### src/hdl/sfh_pkg.sv
// Package for the fieldbus process-data handshake of the vision sensor.
// It assumes control bytes arrive as 16-bit words with byte 1 in bits 15..8.
package sfh_pkg;

    // Standard control word: byte 0 flags in the low byte, job number above.
    typedef struct packed {
        logic [7:0] requested_job_number;
        logic [3:0] unused;
        logic trigger;
        logic startup_job_select;
        logic load_request;
        logic run_request;
    } sfh_std_ctrl_type;

    // Standard status word: byte 0 flags in the low byte, job number above.
    typedef struct packed {
        logic [7:0] current_job_number;
        logic zero7;
        logic trigger_echo;
        logic ready;
        logic load_success;
        logic load_ack;
        logic zero2;
        logic run_request_ack;
        logic running_flag;
    } sfh_std_stat_type;

    // Compatibility-mode device control word.
    typedef struct packed {
        logic [7:0] job_number;
        logic [2:0] unused;
        logic volatile_unsup;
        logic lights_off;
        logic retrain_unsup;
        logic job_change;
        logic set_offline;
    } sfh_cmp_ctrl_type;

    // Compatibility-mode device status word.
    typedef struct packed {
        logic [8:0] unsupported_hi;
        logic load_failed;
        logic load_complete;
        logic general_fault;
        logic [2:0] offline_reason;
        logic online;
    } sfh_cmp_stat_type;

    typedef enum logic [1:0] {
        ST_STOPPED,
        ST_RUNNING,
        ST_STOPPING,
        ST_LOADING
    } sfh_state_type;

    localparam logic [7:0] JOB_RESET = 8'h00;
    localparam logic [15:0] STAT_RESET = 16'h0000;

endpackage : sfh_pkg

### src/hdl/sfh_handshake.sv
// Cyclic process-data handshake between a fieldbus controller and the sensor.
// It assumes control words are sampled once per exchange in sys_clk.
// Summary of operation
// - running flag shows run state
// - run ack follows each run request toggle
// - load success shows load outcome
// - ready high when trigger can be accepted
// - trigger echo follows trigger edges
// - status byte 1 reports current job
// - stopped state after reset
// - job executes only in run and stopping states
// - run refused until a job is loaded
// - stop finishes cycle then clears ack, flag
// - load completion sets ack, result, and job only if load ok
// - trigger needs ready and fieldbus source
// - compat mode stop and job change bits
// - compat lights-off bit disables illumination
// - compat status reports load pass, fail
`timescale 1ns/1ns
`default_nettype none
module sfh_handshake (
    input wire logic sys_clk,
    input wire logic nrst,
    input wire logic compat_mode,
    input wire sfh_pkg::sfh_std_ctrl_type std_control,
    output sfh_pkg::sfh_std_stat_type std_status,
    input wire sfh_pkg::sfh_cmp_ctrl_type compat_control,
    output sfh_pkg::sfh_cmp_stat_type compat_status,
    input wire logic trigger_source_fieldbus,
    input wire logic acq_busy,
    output logic acq_start,
    input wire logic job_cycle_busy,
    output logic run_enable,
    output logic lights_off,
    output logic load_start,
    output logic [7:0] load_job_number,
    output logic load_as_startup,
    input wire logic load_done,
    input wire logic load_ok,
    output logic [7:0] startup_job_number
);
    import sfh_pkg::*;

    sfh_state_type state;
    sfh_state_type next_state;
    logic running_flag;
    logic run_request_ack;
    logic load_ack;
    logic ready;
    logic trigger_echo;
    logic load_success;
    logic job_valid;
    logic [7:0] current_job_number;

    // mode selection of the request sources
    wire eff_run = compat_mode ? ~compat_control.set_offline : std_control.run_request;
    wire eff_load = compat_mode ? compat_control.job_change : std_control.load_request;
    wire [7:0] eff_job = compat_mode ? compat_control.job_number : std_control.requested_job_number;
    wire eff_startup = compat_mode ? 1'b0 : std_control.startup_job_select;
    // unsupported trigger in compat mode ignored
    wire trig_level = ~compat_mode & std_control.trigger;

    wire run_new = eff_run & ~run_request_ack;
    wire stop_new = ~eff_run & run_request_ack;
    wire load_new = eff_load & ~load_ack;
    wire stopped = (state == ST_STOPPED);
    wire loading = (state == ST_LOADING);
    wire stopping = (state == ST_STOPPING);
    wire running = (state == ST_RUNNING);
    // run granted only with a loaded job
    wire grant_run = stopped & run_new & job_valid & ~load_new;
    wire refuse_run = stopped & run_new & ~job_valid & ~load_new;
    wire begin_load = stopped & load_new;
    wire refuse_load = (running | stopping) & load_new;
    wire stop_done = stopping & ~job_cycle_busy;
    wire finish_load = loading & load_done;

    always_comb begin
        next_state = state;
        unique case (state)
            ST_STOPPED: begin
                if (begin_load) begin
                    next_state = ST_LOADING;
                end else if (grant_run) begin
                    next_state = ST_RUNNING;
                end
            end
            ST_RUNNING: begin
                if (!eff_run) begin
                    next_state = ST_STOPPING;
                end
            end
            ST_STOPPING: begin
                if (!job_cycle_busy) begin
                    next_state = ST_STOPPED;
                end
            end
            ST_LOADING: begin
                if (load_done) begin
                    next_state = ST_STOPPED;
                end
            end
        endcase
    end

    always_ff @(posedge sys_clk) begin
        if (!nrst) begin
            state <= ST_STOPPED;
        end else begin
            state <= next_state;
        end
    end

    always_ff @(posedge sys_clk) begin
        if (!nrst) begin
            running_flag <= 1'b0;
        end else if (grant_run) begin
            running_flag <= 1'b1;
        end else if (stop_done) begin
            running_flag <= 1'b0;
        end
    end

    always_ff @(posedge sys_clk) begin
        if (!nrst) begin
            run_request_ack <= 1'b0;
        end else if (grant_run || refuse_run) begin
            run_request_ack <= 1'b1;
        end else if (stop_done || (stopped && stop_new)) begin
            run_request_ack <= 1'b0;
        end
    end

    always_ff @(posedge sys_clk) begin
        if (!nrst) begin
            load_ack <= 1'b0;
        end else if (finish_load || refuse_load) begin
            load_ack <= 1'b1;
        end else if (!eff_load && !loading) begin
            load_ack <= 1'b0;
        end
    end

    always_ff @(posedge sys_clk) begin
        if (!nrst) begin
            load_start <= 1'b0;
            load_job_number <= JOB_RESET;
            load_as_startup <= 1'b0;
        end else begin
            load_start <= begin_load;
            if (begin_load) begin
                load_job_number <= eff_job;
                load_as_startup <= eff_startup;
            end
        end
    end

    always_ff @(posedge sys_clk) begin
        if (!nrst) begin
            ready <= 1'b0;
        end else begin
            ready <= (next_state == ST_RUNNING) & ~acq_busy;
        end
    end

    always_ff @(posedge sys_clk) begin
        if (!nrst) begin
            lights_off <= 1'b0;
        end else begin
            lights_off <= compat_mode & compat_control.lights_off;
        end
    end

    assign run_enable = running_flag;

    sfh_trigger_unit u_trigger (
        .sys_clk(sys_clk),
        .nrst(nrst),
        .trigger_level(trig_level),
        .ready(ready),
        .source_is_fieldbus(trigger_source_fieldbus),
        .trigger_echo(trigger_echo),
        .acq_start(acq_start)
    );

    sfh_job_store u_jobs (
        .sys_clk(sys_clk),
        .nrst(nrst),
        .load_done(finish_load),
        .load_ok(load_ok),
        .load_refused(refuse_load),
        .pending_job(load_job_number),
        .pending_startup(load_as_startup),
        .current_job_number(current_job_number),
        .job_valid(job_valid),
        .load_success(load_success),
        .startup_job_number(startup_job_number)
    );

    always_comb begin
        std_status = STAT_RESET;
        std_status.running_flag = running_flag;
        std_status.run_request_ack = run_request_ack;
        std_status.load_ack = load_ack;
        std_status.load_success = load_success;
        std_status.ready = ready;
        std_status.trigger_echo = trigger_echo;
        std_status.current_job_number = current_job_number;
    end

    // compat load pass and fail bits
    always_comb begin
        compat_status = STAT_RESET;
        compat_status.online = running_flag;
        compat_status.load_complete = load_ack & load_success;
        compat_status.load_failed = load_ack & ~load_success;
    end
endmodule : sfh_handshake
`default_nettype wire

### src/hdl/sfh_job_store.sv
// Loaded-job bookkeeping: current job, load result and startup job.
// It assumes load_done is a one-cycle pulse from the job loader.
`timescale 1ns/1ns
`default_nettype none
module sfh_job_store (
    input wire logic sys_clk,
    input wire logic nrst,
    input wire logic load_done,
    input wire logic load_ok,
    input wire logic load_refused,
    input wire logic [7:0] pending_job,
    input wire logic pending_startup,
    output logic [7:0] current_job_number,
    output logic job_valid,
    output logic load_success,
    output logic [7:0] startup_job_number
);
    import sfh_pkg::*;

    wire good_load = load_done & load_ok;

    always_ff @(posedge sys_clk) begin
        if (!nrst) begin
            current_job_number <= JOB_RESET;
            job_valid <= 1'b0;
            load_success <= 1'b0;
            startup_job_number <= JOB_RESET;
        end else begin
            if (load_done) begin
                load_success <= load_ok;
            end else if (load_refused) begin
                load_success <= 1'b0;
            end
            if (good_load) begin
                current_job_number <= pending_job;
                job_valid <= 1'b1;
            end
            if (good_load && pending_startup) begin
                startup_job_number <= pending_job;
            end
        end
    end
endmodule : sfh_job_store
`default_nettype wire

### src/hdl/sfh_trigger_unit.sv
// Trigger echo and acquisition start for the standard control word.
// It assumes the trigger level is already steady in the sys_clk domain.
`timescale 1ns/1ns
`default_nettype none
module sfh_trigger_unit (
    input wire logic sys_clk,
    input wire logic nrst,
    input wire logic trigger_level,
    input wire logic ready,
    input wire logic source_is_fieldbus,
    output logic trigger_echo,
    output logic acq_start
);
    import sfh_pkg::*;

    logic prev;
    wire rise = trigger_level & ~prev;
    wire fall = ~trigger_level & prev;
    wire next_start = rise & ready & source_is_fieldbus;

    always_ff @(posedge sys_clk) begin
        if (!nrst) begin
            prev <= 1'b0;
            trigger_echo <= 1'b0;
            acq_start <= 1'b0;
        end else begin
            prev <= trigger_level;
            acq_start <= next_start;
            if (rise) begin
                trigger_echo <= 1'b1;
            end else if (fall) begin
                trigger_echo <= 1'b0;
            end
        end
    end
endmodule : sfh_trigger_unit
`default_nettype wire

### config.mk
export PLATFORM = sky130hd
export DESIGN_NAME = sfh_handshake
export DESIGN_NICKNAME = d
export VERILOG_FILES = /design/src/hdl/sfh_pkg.sv /design/src/hdl/sfh_handshake.sv /design/src/hdl/sfh_job_store.sv /design/src/hdl/sfh_trigger_unit.sv
export SDC_FILE = /design/constraint.sdc
export NUM_CORES = 1
export LEC_CHECK = 0
export BUFFER_PORTS_ARGS = -buffer_cell sky130_fd_sc_hd__buf_2
export CORE_UTILIZATION = 35
export DETAILED_ROUTE_END_ITERATION = 7
export PLACE_DENSITY = 0.7
export SETUP_SLACK_MARGIN = 0.2
export SYNTH_ARGS = -nofsm -noshare
export SYNTH_HDL_FRONTEND = slang
export SYNTH_HIERARCHICAL = 1
export SYNTH_SLANG_ARGS = --single-unit
### constraint.sdc
create_clock -name sys_clk -period 1.7 [get_ports sys_clk]
set_input_delay 0.34 -clock sys_clk [delete_from_list [all_inputs] [get_ports sys_clk]]
set_output_delay 0.34 -clock sys_clk [all_outputs]
set_load 0.005 [all_outputs]
Yosys cells after proc, flatten, opt, wreduce, memory -nomap -nowiden --
Cells that the tools add are included. W data, S select, Z words.
Storage, ports and cells: flip-flop bits (word level) 38, input port bits 40, word-level logic and storage cells 89
Cells by class: equal/unequal tests 4, muxes and demuxes 20, bitwise logic cells 35, reductions and logical operators 14
Operator list (number):
- $and A1 B1 Y1 | 22
- $mux W1 | 13
- $not A1 Y1 | 12
- $mux W2 | 5
- $reduce_bool A2 Y1 | 5
- $mux W8 | 1
- $pmux W2 S4 | 1
- $eq A2 B1 Y1 const B | 2
- $eq A2 B2 Y1 const B | 2
- $logic_and A1 B1 Y1 | 3
- $logic_or A1 B1 Y1 | 3
- $logic_not A1 Y1 | 2
- $logic_not A2 Y1 | 1
- $or A1 B1 Y1 | 1

Logic depth before layout (Yosys ltp) --
Gate-level depths: netlist of run 1.
depth in word-level cells 11, depth in mapped cells 7

Hierarchy --
Netlist of run 1, hierarchy kept.
By module, submodules not included:
- sfh_handshake | instances 1, cells an instance 125, area an instance 1132.3 um^2
- sfh_job_store | instances 1, cells an instance 79, area an instance 767.0 um^2
- sfh_trigger_unit | instances 1, cells an instance 9, area an instance 107.6 um^2

Worst setup path before layout of run 1 --
OpenSTA, ideal clock, no wires.
kind flip-flop to flip-flop, start register state[0], end register ready, setup time 61 ps, data arrival time 1400 ps, required time 1639 ps, path slack 239 ps, stages on the path, launching flop included 7, period minus slack after synthesis 1461 ps, cell sequence dfxtp_1 > inv_1 > ha_1 > nand3b_1 > nand4bb_1 > a221oi_1 > and4bb_2
Between the ends: longest elaborated chain between the ends 9
RTL lines:
- from (decl) | line sfh_handshake.sv:44 | sfh_state_type state;
- from (signal assigned) | line sfh_handshake.sv:110 | state <= next_state;
- $logic_not A2 Y1 | line sfh_handshake.sv:66, sfh_handshake.sv:80
- $and A1 B1 Y1 (3 in series) | line sfh_handshake.sv:71 | wire grant_run = stopped & run_new & job_valid & ~load_new;
- $mux W2 | line sfh_handshake.sv:84 | end else if (grant_run) begin
- $mux W2 | line sfh_handshake.sv:82 | if (begin_load) begin
- $pmux W2 S4 (*) | line sfh_handshake.sv:80 | unique case (state)
- $eq A2 B1 Y1 (*) | line sfh_handshake.sv:162 | ready <= (next_state == ST_RUNNING) & ~acq_busy;
- $and A1 B1 Y1 (*) | line sfh_handshake.sv:162
- to (signal assigned) | line sfh_handshake.sv:162
- to (decl) | line sfh_handshake.sv:49 | logic ready;
Mark *: on every way between the ends. The rest lies on a longest branch, timed or not. A chain may end at the register's enable or synchronous reset.

Worst setup path after layout of run 1 --
Ends and elaborated chain as after synthesis.

==> impl_metrics.tcl, run 1 <==
set metrics [dict create \
    ant_nets 0 \
    drt_iter0_drc 74 \
    power_frac_comb_pct 33.5 \
    synth.top_cell.area_share_pct 37.91 \
    synth_top_family_by_area "simple AND/OR/NAND/NOR gates" \
    fp.dieArea_um2 6041 \
    avgRoutedWirePerCell_um 12.44 \
    synthDistinctLibCells 39 \
    hold_slack_ns 0.2846 \
    cp-startpoint "state[0]" \
    io_pins 93 \
    fin_crit_sh_pct 87.88 \
    initial_core_util_pct 36.45 \
    netlist_instances 213 \
    path_max_fanout 4 \
    clkPwrFrac_pct 26.3 \
    synth_area_leaders "dfxtp_1, buf_4, mux2i_1" \
    fin_crit_ns 1.494 \
    ys_seq_area_share_pct 37.91 \
    fin_area_um2 2414 \
    hold_class "in2reg" \
    synth_edf_count 0 \
    wirelength_mm 4.329 \
    synthFlopType "dfxtp_1" \
    antenna_cells 0 \
    antenna_found_initial 0 \
    synth-xor-area-share_pct 0 \
    clk_latency_ns 0.29 \
    htreeDepth 2 \
    seq_area_um2 762.0 \
    worst-setup-path-type "reg2reg" \
    r2r-start "state[0]" \
    clkTransAtPathRegs_ns 0.07 \
    layout_commonest_cell "buf_2" \
    muxShareOfSynthArea_pct 9.601 \
    cts_tree "yes" \
    viasPerCell 4.603 \
    synth_async_sr_flop_share_pct 0 \
    grt_overflow_total 0 \
    max_freq_ghz 0.6693 \
    port_buffers 68 \
    ir_worst_vdd_mv 0.4985 \
    synth.ff_latch_count 38 \
    placed_area_um2 2268 \
    fin_skew_ns 0.003143 \
    gp_congestion 0.8059 \
    grt_max_degree 20 \
    slew_violations 0 \
    switching_share_pct 33.01 \
    r2r_setup_slack_ns 0.21 \
    syn_avg_cell_area_um2 9.422 \
    rsz0062_at_grt "true" \
    area_delta_synth_final_pct 20.26 \
    clock_path_buffers 2 \
    cts_sinks 38 \
    grt_pass1_wl_mm 6.851 \
    grtUsageTotal_pct 14.61 \
    leakagePower_nw 1.193 \
    final_cell_mix "buf_2, dfxtp_1, nand2_1, mux2i_1, conb_1" \
    rr_endpoint "ready" \
    drive_above_1_share_pct 36.96 \
    cts_buffers 5 \
    synth_compound_area_share_pct 15.15 \
    cts_root_buf "clkbuf_8" \
    crit_path_end_kind "register" \
    dp_hpwl_mm 3.164 \
    die_height_um 77.73 \
    yosys.area_share.simple_pct 18.83 \
    tns_ns 0 \
    multi_input_area_um2 1037 \
    start_kind "register" \
    reg2reg_depth 6 \
    outcome "completed" \
    fin_cells 348 \
    final_util_pct 43.83 \
    cp-endpoint "ready" \
    drv_cap 0 \
    p_int_mw 1.935 \
    hold_viol_final 0 \
    cp.required_ns 1.94 \
    pwr-share-seq_pct 40.2 \
    coreArea_um2 5507 \
    finalNetCount 321 \
    setup_violations 0 \
    drc_errors 0 \
    switchingPower_uw 953.7 \
    fp.dieW_um 77.73 \
    cts_setup_buffers 0 \
    synthesis.area_um2 2007 \
    powerDensity_nw_per_um2 1197 \
    ys_warn_count 6 \
    grt_pass1_vias 1453 \
    synthAdderAreaFrac_pct 3.741 \
    firstDrtPassIters 4 \
    synth_top_area_cell "dfxtp_1" \
    fill_cells 560 \
    num_rows 27 \
    dr_total_vias 1602 \
    dp.cells 340 \
    cp_data_arrival_time_ns 1.73 \
]
-- kinds of logic (layout without fill, tap and decap cells) --
| group | Yosys count | in the layout |
|---|---|---|
| AND/OR/NAND/NOR | 71 | 71 |
| buffers and inverters | 39 | 88 |
| other | 1 | 15 |
| adder cells (fa/ha/maj) | 6 | 6 |
| flip-flops | 38 | 38 |
| multiplexers | 18 | 18 |
| AO/OA/AOI/OAI | 40 | 40 |
-- routing by layer --
layer  vias up  share of wire, %  track usage [%]
met2        64                47            24.87
li1        810                 -                -
met4         0               1.1            5.660
met1       723                44            17.20
met3         5               7.3            4.235
met5         -                 0                0
-- sequential cells by signal, indices dropped and copies added, names as in the netlist --
| register | cells |
|---|---|
| lights_off | 1 |
| load_ack | 1 |
| load_as_startup | 1 |
| load_job_number | 8 |
| load_start | 1 |
| ready | 1 |
| run_enable | 1 |
| run_request_ack | 1 |
| state | 2 |
| u_jobs/current_job_number | 8 |
| u_jobs/job_valid | 1 |
| u_jobs/load_success | 1 |
| u_jobs/startup_job_number | 8 |
| u_trigger/acq_start | 1 |
| u_trigger/prev | 1 |
| u_trigger/trigger_echo | 1 |
-- what timing repair did --
item	in CTS	in global routing
gates cloned	0	0
resized for setup	5	8
hold buffers	0	0
pin swaps	1	4
endpoints found under the hold margin	0	0
endpoints found under the setup margin	10	18
-- power groups by stage --
| stage | clock network [mW] | logic [mW] | registers (mW) |
|---|---|---|---|
| 6_report | 0.759 | 0.968 | 1.16 |
| 2_1_floorplan | 0 | 0.695 | 1.15 |
| 4_1_cts | 0.781 | 0.942 | 1.16 |
| 5_1_grt | 0.810 | 1.08 | 1.18 |
| 3_5_place_dp | 0 | 0.884 | 1.17 |
| 3_3_place_gp | 0 | 0.857 | 1.17 |
-- worst min-delay path by stage --
stage,start,end,depth (start not counted)
6_report,compat_control[3],lights_off,2
5_1_grt,compat_control[3],lights_off,2
4_1_cts,compat_control[3],lights_off,2
3_5_place_dp,u_jobs/startup_job_number[6],u_jobs/startup_job_number[6],2
3_3_place_gp,u_jobs/startup_job_number[7],u_jobs/startup_job_number[7],2
2_1_floorplan,u_jobs/job_valid,u_jobs/job_valid,1
-- worst max-delay path, cell delays in order (launching register included) --
cell and delay, ns:
dfxtp_1 0.32, buf_4 0.15, ha_1 0.23, nor2_1 0.11, a31oi_1 0.10, a221oi_2 0.29
and4bb_2 0.25
-- layout make-up --
class | count | share of cell area, %
repair buffers | 75 | 16.43
well taps | 72 | 3.733
multi-input cells | 150 | 42.98
clock buffers | 7 | 3.162
clock inverters | 1 | 1.244
inverters | 5 | 0.8813
flip-flops and latches | 38 | 31.57
-- synthesized netlist by cell type (3+ instances only) --
cell / n
nand2_1: 29
o211a_1: 8
buf_6: 6
a21oi_1: 11
dfxtp_1: 38
o21ai_0: 4
a21bo_2: 7
nor3_1: 3
buf_4: 23
mux2i_1: 17
nor2b_1: 6
nand2b_1: 3
nor2_1: 4
ha_1: 6
inv_1: 5
and2_1: 6
nand3_1: 8
buf_2: 3
-- per-stage QoR --
stage	total power, mW	worst slack, ns
final	2.889	0.2060
after global routing	3.071	0.1519
after CTS	2.878	0.2058
after detailed placement	2.055	0.08144
after global placement	2.029	0.1223
after floorplan	1.844	0.2393
Power figures use the tool's default switching activity.
==> run 2, diff against run 1 <==
REMOVE_ABC_BUFFERS = 1   (was unset)
==> run 2 against run 1 <==
Register-to-register slack better by 0.04 ns. Hold slack better by 0.0094 ns. Clock-buffer cell count down 1. Clock power up 2%. Fmax up 2.5%. Critical path type unchanged. Largest cell class unchanged. Highest routed layer unchanged.
==> impl_metrics.tcl, run 2 (synthesis results as in run 1) <==
set metrics [dict create \
    viasPerCell 4.599 \
    outcome "completed" \
    crit_chain "inv_6 -> ha_4 -> nand3b_1 -> nand4bb_1 -> a221oi_2 -> and4bb_2" \
    fp.dieArea_um2 6041 \
    fill_cells 551 \
    powerDensity_nw_per_um2 1215 \
    finalNetCount 326 \
    cp_num_buf_inv 1 \
    placed_area_um2 2283 \
    crit_cells 6 \
    wirelength_mm 4.402 \
    fin_crit_sh_pct 85.72 \
    hold_slack_ns 0.2940 \
    ir_worst_vdd_mv 0.4597 \
    power_frac_comb_pct 36.4 \
    coreArea_um2 5507 \
    num_rows 27 \
    htreeDepth 2 \
    io_pins 93 \
    clock_path_buffers 2 \
    grt_pass1_wl_mm 6.906 \
    final_cell_mix "buf_2, dfxtp_1, nand2_1, mux2i_1, conb_1" \
    clkPwrFrac_pct 25.5 \
    dr_total_vias 1619 \
    leakagePower_nw 1.227 \
    cts_sinks 38 \
    r2r-start "state[1]" \
    multi_input_area_um2 1079 \
    grt_overflow_total 0 \
    clkTransAtPathRegs_ns 0.07 \
    cp-startpoint "state[1]" \
    rsz0062_at_grt "true" \
    slowest_stage "dfxtp_4" \
    port_buffers 68 \
    setup_violations 0 \
    drv_cap 0 \
    r2r_setup_slack_ns 0.24 \
    reg2reg_depth 6 \
    antenna_cells 0 \
    dp_hpwl_mm 3.099 \
    ant_nets 0 \
    top_regs "load_job_number x8, u_jobs/current_job_number x8, u_jobs/startup_job_number x8" \
    cts_buffers 5 \
    drive_above_1_share_pct 40.00 \
    holdBufCountCts 0 \
    area_delta_synth_final_pct 24.75 \
    path_max_fanout 5 \
    rr_endpoint "ready" \
    total_power_mw 3.041 \
    slew_violations 0 \
    cts_tree "yes" \
    initial_core_util_pct 36.45 \
    path_delay_family "simple AND/OR/NAND/NOR gates" \
    fin_area_um2 2504 \
    die_height_um 77.73 \
    seq_area_um2 765.7 \
    cts_root_buf "clkbuf_8" \
    switching_share_pct 32.67 \
    p_int_mw 2.048 \
    grt_pass1_vias 1459 \
    switchingPower_uw 993.8 \
    cp_data_arrival_time_ns 1.69 \
    firstDrtPassIters 4 \
    grtUsageTotal_pct 14.83 \
    grt_max_degree 20 \
    cp-endpoint "ready" \
    layout_commonest_cell "buf_2" \
    hold_class "in2reg" \
    cp.required_ns 1.93 \
    max_freq_ghz 0.6862 \
    drt_iter0_drc 38 \
    avgRoutedWirePerCell_um 12.51 \
    fp.dieW_um 77.73 \
    hold_viol_final 0 \
    drc_errors 0 \
    worst-setup-path-type "reg2reg" \
    fin_crit_ns 1.457 \
    clk_latency_ns 0.29 \
    gp_congestion 0.8262 \
    start_kind "register" \
    pwr-share-seq_pct 38.0 \
    antenna_found_initial 0 \
    fin_skew_ns 0.004746 \
    slowest_delay_ns 0.36 \
    crit_path_end_kind "register" \
]
==> run 2: cell count changes in the layout (fill, tap and decap cells not counted), moves of 2 or more <==
cell and change:
ha_2 -2, buf_4 +6, ha_4 +3, clkbuf_1 -2
==> run 2: what timing repair did <==
action / in CTS / in global routing
setup endpoints to repair: 20 / 24
pin swaps: 2 / 6
resized for setup: 5 / 17
gates cloned: 0 / 0
buffers inserted: 0 / 3
==> run 2: worst min path at each step <==
stage                                 startpoint                      endpoint  cells past startpoint
finish                         compat_control[3]                    lights_off                      2
global route                   compat_control[3]                    lights_off                      2
CTS                            compat_control[3]                    lights_off                      2
detailed placement  u_jobs/startup_job_number[2]  u_jobs/startup_job_number[2]                      2
global placement    u_jobs/startup_job_number[4]  u_jobs/startup_job_number[4]                      2
floorplan                       u_jobs/job_valid              u_jobs/job_valid                      1
==> run 2: power groups by stage <==
stage	logic [mW]	clock network, mW	registers (mW)
2_1_floorplan	0.535	0	1.15
3_3_place_gp	0.873	0	1.15
3_5_place_dp	0.900	0	1.15
4_1_cts	0.960	0.801	1.13
5_1_grt	1.23	0.851	1.18
6_report	1.11	0.776	1.16
==> run 2: per-layer routing <==
metal  global-route usage (%)  part of all wire [%]  up-vias  routed length, µm
li1                         -                     -      819                  -
met1                    18.12                    44      730               1949
met2                    24.34                    48       60               2134
met3                    3.765                   5.4       10                238
met4                    6.792                   1.8        0                 79
met5                        0                     0        -                  0
==> run 2: area by class of cell <==
type	instances	share of cell area (%)
clock inverter	1	1.199
inverter	5	1.049
multi-input combinational	150	43.08
clock buffer	6	3.298
timing repair buffer	80	17.19
tap	72	3.598
sequential	38	30.58
==> run 2: metrics by stage <==
step | worst slack [ns] | cells | util (%) | setup TNS, ns
2_1_floorplan | -0.08596 | 193 | - | -0.08596
3_3_place_gp | 0.1184 | 342 | 41.47 | 0
3_5_place_dp | 0.06763 | 342 | 41.47 | 0
4_1_cts | 0.1921 | 349 | 43.88 | 0
5_1_grt | 0.1661 | 352 | 45.47 | 0
6_report | 0.2427 | 352 | 45.47 | 0
==> run 3, diff against run 2 <==
PLACE_DENSITY = 0.71   (was 0.7)
SYNTH_HIERARCHICAL = unset   (was 1)
==> run 3 against run 2 <==
Worst setup slack worse by 0.048 ns. Utilization up 3.1 points. Critical endpoint unchanged. Synthesized cell count down 2.8%. Clock-buffer cell count up 1. Fmax down 3.2%. Final cell count down 1.7%. Hold slack better by 0.0034 ns. First-iteration DRC count up 2.6%. Highest routed layer unchanged. Design area down 6.6%. Critical path depth unchanged.
==> impl_metrics.tcl, run 3 <==
set metrics [dict create \
    wirelength_mm 4.275 \
    r2r-start "state[0]" \
    num_rows 25 \
    grt_pass1_vias 1390 \
    dr_total_vias 1560 \
    clkTransAtPathRegs_ns 0.07 \
    slew_violations 0 \
    drive_above_1_share_pct 38.71 \
    holdBufCountCts 0 \
    crit_path_end_kind "register" \
    outcome "completed" \
    start_kind "register" \
    hold_slack_ns 0.2974 \
    coreArea_um2 4817 \
    grt_overflow_total 0 \
    synth_top_family_by_area "simple AND/OR/NAND/NOR gates" \
    grt_pass1_wl_mm 6.603 \
    viasPerCell 4.509 \
    area_delta_synth_final_pct 30.36 \
    reg2reg_depth 6 \
    ys_seq_area_share_pct 42.43 \
    grt_max_degree 29 \
    synth_async_sr_flop_share_pct 0 \
    synth_area_leaders "dfxtp_1, buf_4, nand2_1" \
    synth.top_cell.area_share_pct 42.43 \
    synthAdderAreaFrac_pct 4.187 \
    drv_cap 0 \
    hold_class "in2reg" \
    synth_edf_count 0 \
    muxShareOfSynthArea_pct 6.420 \
    yosys.area_share.simple_pct 20.24 \
    final_cell_mix "buf_2, nand2_1, dfxtp_1, a21oi_1, conb_1" \
    worst-setup-path-type "reg2reg" \
    netlist_instances 207 \
    fin_skew_ns 0.006249 \
    min-delay-start "compat_control[3]" \
    max_freq_ghz 0.6645 \
    synth_top_area_cell "dfxtp_1" \
    placed_area_um2 2103 \
    leakagePower_nw 1.097 \
    rr_endpoint "ready" \
    htreeDepth 2 \
    slowest_stage "dfxtp_4" \
    total_power_mw 2.842 \
    multi_input_area_um2 900.9 \
    drt_iter0_drc 39 \
    die_height_um 73.58 \
    finalNetCount 324 \
    fill_cells 482 \
    yosysMostFrequentCell "nand2_1" \
    antenna_found_initial 0 \
    hold_depth 2 \
    fp.dieArea_um2 5413 \
    top_regs "load_job_number x8, u_jobs.current_job_number x8, u_jobs.startup_job_number x8" \
    cts_sinks 38 \
    cp.required_ns 1.89 \
    synthDistinctLibCells 35 \
    synthFlopType "dfxtp_1" \
    firstDrtPassIters 4 \
    dp.cells 332 \
    synth_commonest_cells "nand2_1, dfxtp_1, buf_4" \
    synth-xor-area-share_pct 0 \
    fin_cells 346 \
    seq_area_um2 768.2 \
    slowest_delay_ns 0.38 \
    crit_chain "inv_4 -> ha_4 -> nor3b_4 -> nor2_2 -> o31a_1 -> and3b_1" \
    path_max_fanout 6 \
    port_buffers 68 \
    drc_errors 0 \
    fin_area_um2 2337 \
    cts_tree "yes" \
    fin_crit_ns 1.505 \
    ir_worst_vdd_mv 0.4874 \
    synth.ff_latch_count 38 \
    avgRoutedWirePerCell_um 12.36 \
    ys_warn_count 0 \
    fin_crit_sh_pct 88.53 \
    grtUsageTotal_pct 16.66 \
    r2r_setup_slack_ns 0.20 \
    dp_hpwl_mm 2.959 \
    worstHoldEndpoint "lights_off" \
    antenna_cells 0 \
    layout_commonest_cell "buf_2" \
    clk_latency_ns 0.29 \
    clock_path_buffers 2 \
    ant_nets 0 \
    synth_compound_area_share_pct 12.84 \
    setup_violations 0 \
    initial_core_util_pct 37.22 \
    cts_buffers 5 \
    fp.dieW_um 73.58 \
    hold_viol_final 0 \
    syn_avg_cell_area_um2 8.662 \
    gp_congestion 0.7443 \
    synthesis.area_um2 1793 \
    io_pins 93 \
    powerDensity_nw_per_um2 1216 \
    cts_root_buf "clkbuf_8" \
    rsz0062_at_grt "true" \
    cp_data_arrival_time_ns 1.69 \
]
-- run 3: cell types whose count changed after synthesis, sizes merged, moves of 3 or more --
cell,before,now
nor2b,6,2
o21ai,4,1
buf,33,26
a21boi,3,0
nor2,4,15
a21bo,8,0
clkbuf,1,5
a21oi,11,20
nand3,8,3
o211a,8,0
a211oi,1,9
nor3,3,0
mux2i,18,10
nand2,30,41
-- run 3: through the flow --
step	worst slack, ns	util (%)	setup TNS [ns]
after floorplan	-0.1925	-	-0.2576
after global placement	0.08093	43.66	0
after detailed placement	0.08147	43.66	0
after CTS	0.2039	47.69	0
after global routing	0.1348	48.52	0
final	0.1951	48.52	0
-- run 3: logic make-up after synthesis --
group / Yosys count
multiplexers: 11
AND/OR/NAND/NOR: 76
flip-flops: 38
buffers and inverters: 38
adder cells (fa/ha/maj): 6
AO/OA/AOI/OAI: 37
other: 1
-- run 3: how the worst max path moves through the flow --
stage	to	startpoint
4_1_cts	ready	state[0]
5_1_grt	ready	state[0]
3_3_place_gp	ready	compat_mode
6_report	ready	state[0]
2_1_floorplan	ready	state[0]
3_5_place_dp	ready	compat_mode
-- run 3: repair_timing --
item                                   in CTS  in global routing
cloned                                      2                  0
setup buffers                               3                  1
endpoints found under the hold margin       0                  0
pin swaps                                   0                  5
setup endpoints to repair                  18                 14
gates resized for setup                    18                 10
-- run 3: critical path, delay by kind of cell, from the launching register on --
| family | cells | cell delay (ns) |
|---|---|---|
| buf+inv | 1 | 0.08 |
| simple gates | 3 | 0.54 |
| compound gates | 1 | 0.26 |
| fa+ha+maj | 1 | 0.14 |
| flops | 1 | 0.38 |
-- run 3: final cells by class --
type,count,share of cell area [%]
Multi-Input combinational cell,145,38.54
Sequential cell,38,32.87
Timing Repair Buffer,81,19.75
Clock buffer,7,3.694
Tap cell,67,3.587
Inverter,7,1.338
Clock inverter,1,0.2141
-- run 3: report_power, final --
| part | total, mW | switching (mW) | internal (mW) |
|---|---|---|---|
| Sequential | 1.18 | 0.153 | 1.03 |
| Combinational | 1.02 | 0.481 | 0.543 |
| Clock | 0.637 | 0.309 | 0.327 |
-- run 3: routing by layer --
layer	wire length, µm	share of wire (%)	up-vias	global-route usage [%]
li1	-	-	799	-
met1	2019	47	705	20.40
met2	2018	47	52	28.34
met3	200	4.7	4	4.527
met4	37	0.87	0	5.128
met5	0	0	-	0
